==> config.mk <==
export PLATFORM = sky130hd
export DESIGN_NAME = lsti_top
export DESIGN_NICKNAME = d
export VERILOG_FILES = /design/src/lsti_pkg.sv /design/src/lsti_persist.sv /design/src/lsti_top.sv
export SDC_FILE = /design/constraint.sdc
export NUM_CORES = 1
export LEC_CHECK = 0
export ABC_AREA = 1
export BUFFER_PORTS_ARGS = -buffer_cell sky130_fd_sc_hd__buf_2
export CORE_ASPECT_RATIO = 0.9
export CORE_MARGIN = 2
export CORE_UTILIZATION = 45
export CTS_CLUSTER_DIAMETER = 30
export DETAILED_ROUTE_END_ITERATION = 8
export GPL_TIMING_DRIVEN = 0
export PLACE_DENSITY = 0.66
export SYNTH_ARGS = -nofsm -noshare
export SYNTH_HDL_FRONTEND = slang
export SYNTH_SLANG_ARGS = --single-unit
==> constraint.sdc <==
create_clock -name ref_clk -period 2.76 [get_ports ref_clk]
set_input_delay 0.276 -clock ref_clk [delete_from_list [all_inputs] [get_ports ref_clk]]
set_output_delay 0.276 -clock ref_clk [all_outputs]
set_load 0.02 [all_outputs]
==> src/lsti_pkg.sv <==
package lsti_pkg;
    // register offsets
    localparam logic [7:0] OFS_LOW_LO   = 8'h84;
    localparam logic [7:0] OFS_LOW_HI   = 8'h85;
    localparam logic [7:0] OFS_HIGH_LO  = 8'h86;
    localparam logic [7:0] OFS_HIGH_HI  = 8'h87;
    localparam logic [7:0] OFS_PERSIST  = 8'h8C;
    localparam logic [7:0] OFS_CONFIG   = 8'h8D;
    localparam logic [7:0] OFS_GAIN     = 8'h8F;
    localparam logic [7:0] OFS_AUX      = 8'h90;
    localparam logic [7:0] OFS_REVISION = 8'h91;
    localparam logic [7:0] OFS_FORCE    = 8'hE4;
    localparam logic [7:0] OFS_CLR_CHAN = 8'hE6;
    localparam logic [7:0] OFS_CLR_ALL  = 8'hE7;
    // field positions
    localparam int PERSIST_MSB   = 3;
    localparam int CFG_FIXED_BIT = 6;
    localparam int CFG_WAIT_LONG_BIT = 1;
    localparam int GAIN_MSB      = 1;
    localparam int AUX_SATEN_BIT = 5;
    localparam int REV_MSB       = 3;
    // reset values
    localparam logic [7:0] CONFIG_RESET = 8'h40;
    localparam logic [7:0] REG_RESET    = 8'h00;
    // arbitrary die revision value, not tied to any real part
    localparam logic [3:0] DIE_REV_DEFAULT = 4'h1;
    // persistence figures
    localparam logic [5:0] PERSIST_MAX  = 6'h3C;
    localparam logic [5:0] PERSIST_STEP = 6'h05;
    // wait timing
    localparam int WAIT_STEP_NS   = 2_780_000;
    localparam int CLK_PERIOD_NS  = 5;
    localparam int WAIT_STEP_CYC  = WAIT_STEP_NS / CLK_PERIOD_NS;
    localparam logic [3:0] WAIT_LONG_MULT = 4'hC;
    localparam logic [8:0] WAIT_MOD       = 9'h100;

    // one conversion result handed over by the converter
    typedef struct packed {
        logic        done;      // one-cycle end of conversion
        logic        saturated; // sensor at top of range
        logic [15:0] result;    // clear channel result
    } lsti_sample_t;

    // consecutive out-of-window count a persistence code needs
    function automatic logic [5:0] lsti_need(input logic [3:0] code);
        logic [5:0] c;
        c = {2'b00, code};
        if (code <= 4'h3) begin
            lsti_need = c;
        end else begin
            lsti_need = 6'((c - 6'h03) * PERSIST_STEP);
        end
    endfunction

    // result outside inclusive low..high window
    function automatic logic lsti_outside(input logic [15:0] v, input logic [15:0] lo,
                                          input logic [15:0] hi);
        lsti_outside = (v < lo) || (v > hi);
    endfunction

    // gain multiplier for the two-bit select
    function automatic logic [6:0] lsti_gain(input logic [1:0] sel);
        lsti_gain = 7'h01 << {sel, 1'b0};
    endfunction
endpackage

==> src/lsti_persist.sv <==
`timescale 1ns/1ps
module lsti_persist (
    input  wire logic       ref_clk,
    input  wire logic       rstn,
    input  wire logic       sample,
    input  wire logic       outside,
    input  wire logic [3:0] code,
    input  wire logic       restart,
    output logic            hit,
    output logic [5:0]      count
);
    import lsti_pkg::*;

    logic [5:0] count_reg;  // consecutive out-of-window samples
    logic [5:0] count_next;

    // count including the current sample
    always_comb begin
        count_next = count_reg;
        if (outside && count_reg != PERSIST_MAX) begin
            count_next = count_reg + 6'h01;
        end
    end

    // code zero fires on every sample, otherwise once the need is reached
    always_comb begin
        hit = 1'b0;
        if (sample) begin
            if (code == 4'h0) begin
                hit = 1'b1;
            end else begin
                hit = outside && (count_next >= lsti_need(code));
            end
        end
    end

    // run counter, back to zero inside window or after a rewrite
    always_ff @(posedge ref_clk) begin
        if (!rstn || restart) begin
            count_reg <= 6'h00;
        end else if (sample) begin
            count_reg <= outside ? count_next : 6'h00;
        end
    end

    assign count = count_reg;
endmodule

==> src/lsti_top.sv <==
// Functional notes
// - sixteen-bit low and high thresholds compared
// - interrupt when enabled and persistently out
// - threshold bytes at 0x84 through 0x87
// - code zero interrupts every conversion cycle
// - code one interrupts for any outside
// - codes two, three need two, three
// - higher codes need five to sixty
// - wait long stretches wait twelve times
// - configuration resets to 0x40
// - gain select gives 1, 4, 16, 64
// - auxiliary bit five gates saturation interrupt
// - saturation interrupt cleared at 0xE6/0xE7
// - revision read-only, low nibble, upper zero
// - clear locations clear, force location asserts
// - saturation flag set at top, cleared
// - wait steps 2.78 ms, two's complement count
// - threshold flag set only while converting
`timescale 1ns/1ps
module lsti_top #(
    parameter int        WAIT_STEP_CYCLES = lsti_pkg::WAIT_STEP_CYC,
    parameter logic [3:0] DIE_REVISION    = lsti_pkg::DIE_REV_DEFAULT
) (
    input  wire logic                  ref_clk,
    input  wire logic                  rstn,
    // register port behind the serial interface
    input  wire logic [7:0]            reg_addr,
    input  wire logic [7:0]            reg_wdata,
    input  wire logic                  reg_wr,
    input  wire logic                  reg_rd,
    output logic [7:0]                 reg_rdata,
    // enable bits held in the enable register elsewhere
    input  wire logic                  converter_enable,
    input  wire logic                  threshold_irq_enable,
    // conversion results
    input  wire lsti_pkg::lsti_sample_t conv,
    // wait timer
    input  wire logic                  wait_start,
    input  wire logic [7:0]            wait_period,
    output logic                       wait_done,
    output logic                       wait_busy,
    // measurement controls
    output logic [1:0]                 analog_gain_select,
    output logic [6:0]                 gain_mult,
    output logic                       threshold_irq_flag,
    output logic                       saturation_flag,
    // open-drain interrupt pin
    input  wire logic                  irq_in,
    output logic                       irq_out,
    output logic                       irq_oe_n
);
    import lsti_pkg::*;

    logic [15:0] low_threshold_reg;   // low window edge
    logic [15:0] high_threshold_reg;  // high window edge
    logic [3:0]  persistence_reg;     // persistence field
    logic [7:0]  configuration_reg;   // fixed bit and wait long
    logic [1:0]  gain_reg;            // gain select field
    logic        sat_irq_en_reg;      // saturation interrupt enable
    logic        thr_flag_reg;        // threshold interrupt flag
    logic        sat_flag_reg;        // saturation flag
    logic        force_reg;           // forced interrupt
    logic [7:0]  rdata_reg;           // read answer
    logic [1:0]  gain_out_reg;        // gain select to front end
    logic [6:0]  gain_mult_reg;       // decoded gain
    logic        irq_oe_n_reg;        // pin drive enable, low drives
    logic        wait_done_reg;       // end of wait strobe

    logic wr_persist;   // persistence field rewrite
    logic wr_clr_chan;  // clear channel interrupt
    logic wr_clr_all;   // clear every interrupt
    logic wr_force;     // force an interrupt
    logic sample;       // conversion counted by filter
    logic outside;      // result outside window
    logic thr_hit;      // filter criteria met
    logic [5:0] run_count;
    logic sat_set;      // saturation event
    logic irq_next;     // pin level wanted

    // write strobes for command locations
    assign wr_persist  = reg_wr && reg_addr == OFS_PERSIST;
    assign wr_clr_chan = reg_wr && reg_addr == OFS_CLR_CHAN;
    assign wr_clr_all  = reg_wr && reg_addr == OFS_CLR_ALL;
    assign wr_force    = reg_wr && reg_addr == OFS_FORCE;

    // threshold bytes
    always_ff @(posedge ref_clk) begin
        if (!rstn) begin
            low_threshold_reg  <= {REG_RESET, REG_RESET};
            high_threshold_reg <= {REG_RESET, REG_RESET};
        end else if (reg_wr) begin
            unique case (reg_addr)
                OFS_LOW_LO:  low_threshold_reg[7:0]   <= reg_wdata;
                OFS_LOW_HI:  low_threshold_reg[15:8]  <= reg_wdata;
                OFS_HIGH_LO: high_threshold_reg[7:0]  <= reg_wdata;
                OFS_HIGH_HI: high_threshold_reg[15:8] <= reg_wdata;
                default: ;
            endcase
        end
    end

    // control registers; reserved bits dropped
    always_ff @(posedge ref_clk) begin
        if (!rstn) begin
            persistence_reg   <= REG_RESET[PERSIST_MSB:0];
            configuration_reg <= CONFIG_RESET;
            gain_reg          <= REG_RESET[GAIN_MSB:0];
            sat_irq_en_reg    <= 1'b0;
        end else if (reg_wr) begin
            if (reg_addr == OFS_PERSIST) begin
                persistence_reg <= reg_wdata[PERSIST_MSB:0];
            end
            if (reg_addr == OFS_CONFIG) begin
                // host keeps the fixed bit at one
                configuration_reg <= reg_wdata & ((8'h01 << CFG_FIXED_BIT) | (8'h01 << CFG_WAIT_LONG_BIT));
            end
            if (reg_addr == OFS_GAIN) begin
                gain_reg <= reg_wdata[GAIN_MSB:0];
            end
            if (reg_addr == OFS_AUX) begin
                sat_irq_en_reg <= reg_wdata[AUX_SATEN_BIT];
            end
        end
    end

    // read mux, answer one cycle after the strobe
    always_ff @(posedge ref_clk) begin
        if (!rstn) begin
            rdata_reg <= 8'h00;
        end else if (reg_rd) begin
            unique case (reg_addr)
                OFS_LOW_LO:   rdata_reg <= low_threshold_reg[7:0];
                OFS_LOW_HI:   rdata_reg <= low_threshold_reg[15:8];
                OFS_HIGH_LO:  rdata_reg <= high_threshold_reg[7:0];
                OFS_HIGH_HI:  rdata_reg <= high_threshold_reg[15:8];
                OFS_PERSIST:  rdata_reg <= {4'h0, persistence_reg};
                OFS_CONFIG:   rdata_reg <= configuration_reg;
                OFS_GAIN:     rdata_reg <= {6'h00, gain_reg};
                OFS_AUX:      rdata_reg <= 8'(sat_irq_en_reg) << AUX_SATEN_BIT;
                OFS_REVISION: rdata_reg <= {4'h0, DIE_REVISION};
                default:      rdata_reg <= 8'h00;
            endcase
        end
    end

    // window compare and persistence filter
    assign sample  = conv.done && converter_enable;
    assign outside = lsti_outside(conv.result, low_threshold_reg, high_threshold_reg);

    lsti_persist u_persist (
        .ref_clk (ref_clk),
        .rstn    (rstn),
        .sample  (sample),
        .outside (outside),
        .code    (persistence_reg),
        .restart (wr_persist),
        .hit     (thr_hit),
        .count   (run_count)
    );

    // threshold flag: set wins over clear
    always_ff @(posedge ref_clk) begin
        if (!rstn) begin
            thr_flag_reg <= 1'b0;
        end else if (thr_hit) begin
            thr_flag_reg <= 1'b1;
        end else if (wr_clr_chan || wr_clr_all) begin
            thr_flag_reg <= 1'b0;
        end
    end

    // saturation flag from the converter
    assign sat_set = conv.done && conv.saturated && converter_enable;

    always_ff @(posedge ref_clk) begin
        if (!rstn) begin
            sat_flag_reg <= 1'b0;
        end else if (sat_set) begin
            sat_flag_reg <= 1'b1;
        end else if (wr_clr_chan || wr_clr_all || !converter_enable) begin
            sat_flag_reg <= 1'b0;
        end
    end

    // forced interrupt, dropped only by clear all
    always_ff @(posedge ref_clk) begin
        if (!rstn) begin
            force_reg <= 1'b0;
        end else if (wr_force) begin
            force_reg <= 1'b1;
        end else if (wr_clr_all) begin
            force_reg <= 1'b0;
        end
    end

    // pin level: latched flags gated by their enables, force ungated
    assign irq_next = (thr_flag_reg && threshold_irq_enable)
                    || (sat_flag_reg && sat_irq_en_reg)
                    || force_reg;

    always_ff @(posedge ref_clk) begin
        if (!rstn) begin
            irq_oe_n_reg <= 1'b1;
        end else begin
            irq_oe_n_reg <= !irq_next;
        end
    end

    // gain outputs to the front end
    always_ff @(posedge ref_clk) begin
        if (!rstn) begin
            gain_out_reg  <= 2'b00;
            gain_mult_reg <= 7'h01;
        end else begin
            gain_out_reg  <= gain_reg;
            gain_mult_reg <= lsti_gain(gain_reg);
        end
    end

    // wait timer
    typedef enum logic {WT_IDLE, WT_RUN} lsti_wait_state_t;
    localparam int STEP_W = $clog2(WAIT_STEP_CYCLES + 1);

    lsti_wait_state_t wait_state_reg;
    logic [STEP_W-1:0] step_cnt_reg;  // cycles inside one step
    logic [11:0]       steps_left_reg; // steps still to run
    logic [11:0]       steps_next;     // steps for a new start
    logic              step_end;

    // two's complement period, stretched by wait long
    always_comb begin
        steps_next = 12'(WAIT_MOD - {1'b0, wait_period});
        if (configuration_reg[CFG_WAIT_LONG_BIT]) begin
            steps_next = 12'(steps_next * WAIT_LONG_MULT);
        end
    end

    assign step_end = step_cnt_reg == STEP_W'(WAIT_STEP_CYCLES - 1);

    // step counting and completion strobe
    always_ff @(posedge ref_clk) begin
        if (!rstn) begin
            wait_state_reg <= WT_IDLE;
            step_cnt_reg   <= '0;
            steps_left_reg <= 12'h000;
            wait_done_reg  <= 1'b0;
        end else begin
            wait_done_reg <= 1'b0;
            unique case (wait_state_reg)
                WT_IDLE: begin
                    if (wait_start) begin
                        wait_state_reg <= WT_RUN;
                        step_cnt_reg   <= '0;
                        steps_left_reg <= steps_next;
                    end
                end
                WT_RUN: begin
                    if (step_end) begin
                        step_cnt_reg <= '0;
                        if (steps_left_reg == 12'h001) begin
                            wait_state_reg <= WT_IDLE;
                            wait_done_reg  <= 1'b1;
                        end
                        steps_left_reg <= steps_left_reg - 12'h001;
                    end else begin
                        step_cnt_reg <= step_cnt_reg + STEP_W'(1);
                    end
                end
            endcase
        end
    end

    // outputs straight from flops; pin only ever pulls low
    assign reg_rdata          = rdata_reg;
    assign analog_gain_select = gain_out_reg;
    assign gain_mult          = gain_mult_reg;
    assign threshold_irq_flag = thr_flag_reg;
    assign saturation_flag    = sat_flag_reg;
    assign irq_oe_n           = irq_oe_n_reg;
    assign irq_out            = 1'b0;
    assign wait_done          = wait_done_reg;
    assign wait_busy          = wait_state_reg == WT_RUN;
endmodule

## Word-level counts from Yosys, hierarchy flattened

Index checks and enable logic that the tools add are counted.

- Bits in registers: 102
- Input port bits: 50
- Output and inout port bits: 23
- Word-level logic and storage cells: 110

- Add/subtract/negate cells: 5
- Multipliers: 2
- Order comparisons: 4
- Equal/unequal tests: 17
- Shifts and indexed selects: 1
- Multiplexer cells: 26
- Bitwise operators: 1
- Reduce and logical (&&, ||, !) cells: 34

Operator list:

| kind | number |
|---|---|
| $eq A8 B8 Y1 const B | 12 |
| $pmux W8 S9 | 1 |
| $mux W20 | 2 |
| $pmux W20 S2 | 1 |
| $mux W12 | 3 |
| $mux W6 | 5 |
| $pmux W12 S2 | 1 |
| $add A20 B1 Y20 const B | 1 |
| $eq A20 B20 Y1 const B | 1 |
| $reduce_and A2 Y1 | 9 |
| $gt A16 B16 Y1 | 1 |
| $lt A16 B16 Y1 | 1 |
| $eq A12 B1 Y1 const B | 1 |
| $mul A12 B2 Y10 const B | 1 |
| $mux W1 | 12 |
| $sub A12 B1 Y12 const B | 1 |
| $logic_and A1 B1 Y1 | 11 |
| $sub A9 B8 Y10 const A | 1 |
| $shl A1 B3 Y7 const A | 1 |
| $add A6 B1 Y6 const B | 1 |
| $ge A6 B6 Y1 | 1 |
| $logic_or A1 B1 Y1 | 6 |
| $mul A6 B3 Y6 const B | 1 |
| $ne A6 B6 Y1 const B | 1 |
| other kinds (10) | 14 |

## Depth between registers and ports, before layout

- Depth after elaboration: 10
- Mapped depth: 24
- Depth with buffers taken out: 24

## Cells and area by module

From an unflattened synthesis, not the netlist that was laid out.

- Cell total of the unflattened synthesis: 980
- Area, all modules: 6678.9 µm²

Modules (own cells, without submodules):

| module | instances | cells an instance | area an instance (µm²) | seq. area each (µm²) |
|---|---|---|---|---|
| lsti_top | 1 | 842 | 5811.8 | 1861.8 |
| lsti_persist | 1 | 138 | 867.1 | 120.1 |

## Worst setup path before layout

Ideal clock, no wire load.

- Path kind: register -> register
- Start: register persistence_reg[0]
- End: register thr_flag_reg, in the netlist threshold_irq_flag
- Data arrival time: 2.489 ns
- Required time: 2.626 ns
- Path slack: 0.137 ns
- Stages on the path, launching flop included: 15
- Buffers on the path: 0
- Period minus slack after synthesis: 2.623 ns
- Cells stage by stage: dfxtp_1 inv_1 ha_1 ha_1 ha_1 fa_1 xnor2_1 nand2_1 ha_1 nand2_1 inv_1 o211ai_1 o2111ai_1 nand2_1 a21oi_1

- Cells in the longest elaborated chain, start to end: 10

Ends and longest elaborated chain:

| what | RTL line | RTL |
|---|---|---|
| start: declaration | lsti_top.sv:56 | `logic [3:0] persistence_reg;` |
| start signal: assignment | lsti_top.sv:105 | `persistence_reg <= REG_RESET[PERSIST_MSB:0];` |
| start signal: assignment | lsti_top.sv:111 | `persistence_reg <= reg_wdata[PERSIST_MSB:0];` |
| $sub A4 B2 Y5 | lsti_pkg.sv:51 | `lsti_need = 6'((c - 6'h03) * PERSIST_STEP);` |
| $mul A6 B3 Y6 | lsti_pkg.sv:51 |  |
| $mux W6 | lsti_pkg.sv:48 | `if (code <= 4'h3) begin` |
| $mux W6 | lsti_persist.sv:29 | `if (code == 4'h0) begin` |
| $mux W6 | lsti_persist.sv:28 | `if (sample) begin` |
| $ge A6 B6 Y1 | lsti_persist.sv:32 | `hit = outside && (count_next >= lsti_need(code));` |
| $logic_and A1 B1 Y1 | lsti_persist.sv:32 |  |
| $mux W1 (*) | lsti_persist.sv:29 |  |
| $mux W1 (*) | lsti_persist.sv:28 |  |
| $mux W1 or $reduce_bool A2 Y1 (tied branches) | -- |  |
| end signal: assignment | lsti_top.sv:164 | `thr_flag_reg <= 1'b0;` |
| end signal: assignment | lsti_top.sv:166 | `thr_flag_reg <= 1'b1;` |
| end signal: assignment | lsti_top.sv:168 | `thr_flag_reg <= 1'b0;` |
| end: declaration | lsti_top.sv:60 | `logic thr_flag_reg;` |

Every way passes the cells marked *; elsewhere a longest branch is shown, timed or not. The select of a mux whose other input is x is not followed.
A chain may end at the register's enable or synchronous reset.

## Worst setup path after layout

- Start: register persistence_reg[3]
- End: register thr_flag_reg, in the netlist threshold_irq_flag

The elaborated chain is that of the path after synthesis.

==> results.toml <==
[outcome]
status = "finished, violations left"
violations_in_the_final_reports = "setup timing"

[min_path]
holdPathEnd = "saturation_flag"
min-delay-start = "conv[16]"
whs_path_depth = 3
hold_path.class = "input pin to flop"

[floorplan]
die_area_um2 = 15400
starting_density_pct = 46.2
core_um2 = 14100
design.portCount = 73
rows = 41
height_of_the_chip_um = 118
die_x_um = 131

[power_and_ir_drop]
power.sequential.fraction_pct = 43.8
p_sw_w = 0.000991
p_int_w = 0.00238
static_leakage_nw = 3.33
power_density_nw_per_um2 = 441
gate_power_share_pct = 17.6
switching_share_pct = 29.4
power.clock.fraction_pct = 38.6
vdd_ir_drop_max_mv = 0.334

[placed_design]
gp_congestion = 0.919
post-place-cells = 1199
detailed_placer_s_ending_hpwl_um = 13400
port_buffers = 66

[yosys]
post_synthesis_mux_area_share_pct = 0
synth-xor-area-share_pct = 2.83
yosysSeqAreaShare_pct = 30.5
warning_count_from_the_yosys_run = 0
synth_enable_flop_cells = 0
post-synth-top-count-cell = "nand2_1"
postSynth.topFlopCell = "dfxtp_1"
avgSynthCellArea_um2 = 6.94
flop_and_latch_count_out_of_synthesis = 99
yosys.area_share.adder_pct = 11.6
syn_area_um2 = 6500
synth_simple_gate_area_share_pct = 26.0
syn_inst = 937
largest_area_contributor_in_the_netlist = "dfxtp_1"
synth_top_family_by_area = "simple AND/OR/NAND/NOR gates"
synth.top_cells.by_area = "dfxtp_1 (30%), ha_1 (11%), nand2_1 (11%)"
synth_compound_gate_area_share_pct = 19.1
post-synth-top-area-fraction_pct = 30.5
synth_async_sr_flop_share_pct = 0
post_synth_num_cell_types = 53
synthTopCellsByCount = "nand2_1 (190), inv_1 (138), a21oi_1 (99), dfxtp_1 (99), o21ai_0 (83)"

[finish]
multi_input_comb_area_um2 = 4110
reg_area_um2 = 2000
antenna-diode-count = 0
final_net_count = 1131
n_fill_cell = 1452
number_of_flip_flops_in_the_largest_register = 20
syn_to_final_growth_pct = 17.7
fin_cells = 1220
layout-drive-gt1-share_pct = 18.1

[critical_path]
r2r-start = "persistence_reg[3]"
worst_r2r_path_depth = 13
kind_of_end_point_of_the_critical_path = "flop"
critical_path.max_fanout = 5
worstPathArrival_ps = 2990
cp.required_ps = 2980
setup.worst_path.start_class = "flop"
worst_reg2reg_path_endpoint = "threshold_irq_flag"
reg2reg_setup_slack_ps = -4
timing.setup.critical_path_class = "flop to flop"

[sta]
timing.final.setup_violations = 1
final_min_period_over_clock_period_pct = 100
clock.fmax_mhz = 362
post-route-worst-setup-slack_ps = -3.85
transition_time_at_the_pin_with_the_least_slew_margin_ps = 650
unrepaired_setup_endpoints_after_global_routing = "yes"
fin_setup_tns_ps = -3.85
slew-limit-headroom_pct = 56.7
fin_worst_skew_ps = 5.24
final-hold-violation-count = 0
post-route-min-period_ps = 2760
final-max-slew-violation-count = 0

[detailed_routing]
detail-route-antenna-nets = 0
via_per_inst = 5.19
route.detailed.drc = 0
detailedRoute.firstPassIterationCount = 5
routed-via-count = 6337
wire_per_inst_um = 14.3
first_iter_violations = 428
drt_wl_total_um = 17500

[clock_network]
clock_path_buffers = 2
cts-buffers-inserted = 9
root_driver = "clkbuf_16"
clkSlewWorstSetupHoldPaths_ps = 70
cts_tree = "yes"
numClockSinks = 99
clk_latency_ps = 360
count_of_hold_fix_buffers_inserted_at_cts = 0
htree_num_levels = 3

[global_routing]
grt_antenna_before_repair = 0
grt_pass1_wl_um = 28500
grt_max_degree = 17
global_route.overflow_total = 0
track_usage_pct = 23.4
first_global_vias = 5736

[run]
cap_viol_max_count = 0
## cell usage in the layout (no fill, tap or decap), drive strengths merged, types with 8 or more instances in the layout
master	Yosys	layout
xnor2	8	8
nand2	198	199
nor2	78	78
o21ai	86	86
xor2	13	13
nand3	46	46
nand4	13	13
nor3	17	17
ha	57	57
o22ai	10	10
buf	10	80
a21oi	101	101
inv	140	141
clkbuf	14	25
dfxtp	99	99
## through the flow
step / hold WS (ps) / util, % / setup slack, ps / total power [W] / instance area [um2]
2_1_floorplan: 422 / - / 137 / 0.00189 / 6510
4_1_cts: 167 / 53.3 / 0.443 / 0.00336 / 7500
5_1_grt: 176 / 54.4 / -135 / 0.00354 / 7650
3_3_place_gp: 456 / 50.4 / -217 / 0.00205 / 7080
3_5_place_dp: 455 / 50.4 / -271 / 0.00205 / 7080
6_report: 184 / 54.4 / -3.85 / 0.00337 / 7650
## layout make-up
class / count / area share (%)
multi-input combinational: 678 / 53.7
sequential: 99 / 26.1
inverter: 140 / 6.87
timing repair buffer: 70 / 4.76
tap: 193 / 3.16
clock buffer: 11 / 3.04
buffer: 24 / 1.54
clock inverter: 5 / 0.818
## worst max-delay path by stage
stage / start / to / slack (ps) / cells past startpoint
floorplan: persistence_reg[0] / threshold_irq_flag / 140 / 14
global placement: conv[5] / threshold_irq_flag / -220 / 20
detailed placement: conv[11] / threshold_irq_flag / -270 / 18
CTS: high_threshold_reg[7] / threshold_irq_flag / 0.4 / 20
global route: low_threshold_reg[5] / threshold_irq_flag / -130 / 20
finish: persistence_reg[3] / threshold_irq_flag / -4 / 13
## routing by layer
layer / track usage (%) / vias up / routed length (um)
met1: 34.7 / 2861 / 8760
li1: - / 3295 / -
met3: 5.32 / 18 / 980
met4: 5.12 / 0 / 231
met5: 0 / - / 0
met2: 34.5 / 163 / 7510
## power by group through the flow
| stage | Sequential (W) | Combinational [W] | Clock [W] |
|---|---|---|---|
| 5_1_grt | 0.00148 | 0.000676 | 0.00138 |
| 3_3_place_gp | 0.00151 | 0.000537 | 0 |
| 4_1_cts | 0.00148 | 0.000563 | 0.00132 |
| 6_report | 0.00148 | 0.000593 | 0.00130 |
| 2_1_floorplan | 0.00151 | 0.000381 | 0 |
| 3_5_place_dp | 0.00151 | 0.000543 | 0 |
## critical path: stages (launching register included)
cell and delay [ps]:
dfxtp_1 360, nor2_2 250, inv_1 160, nor2_2 150
ha_1 270, fa_2 560, nand2_1 60, ha_1 290
nand2_2 90, inv_2 40, o211ai_1 90, o2111ai_1 130
nand2_1 120, a21oi_2 70
## what timing repair did
item / CTS / global route
cloned: 0 / 1
endpoints found under the setup margin: 1 / 2
pin swaps: 13 / 20
resized for setup: 26 / 34
buffers inserted: 2 / 2
## cells by family after synthesis
logic type               after synthesis
other                                  1
AND/OR/NAND/NOR                      368
AO/OA/AOI/OAI                        225
adder cells (fa/ha/maj)               59
flip-flops                            99
XOR/XNOR                              21
buffers and inverters                164
No activity file was read; power rests on OpenSTA's default activity.
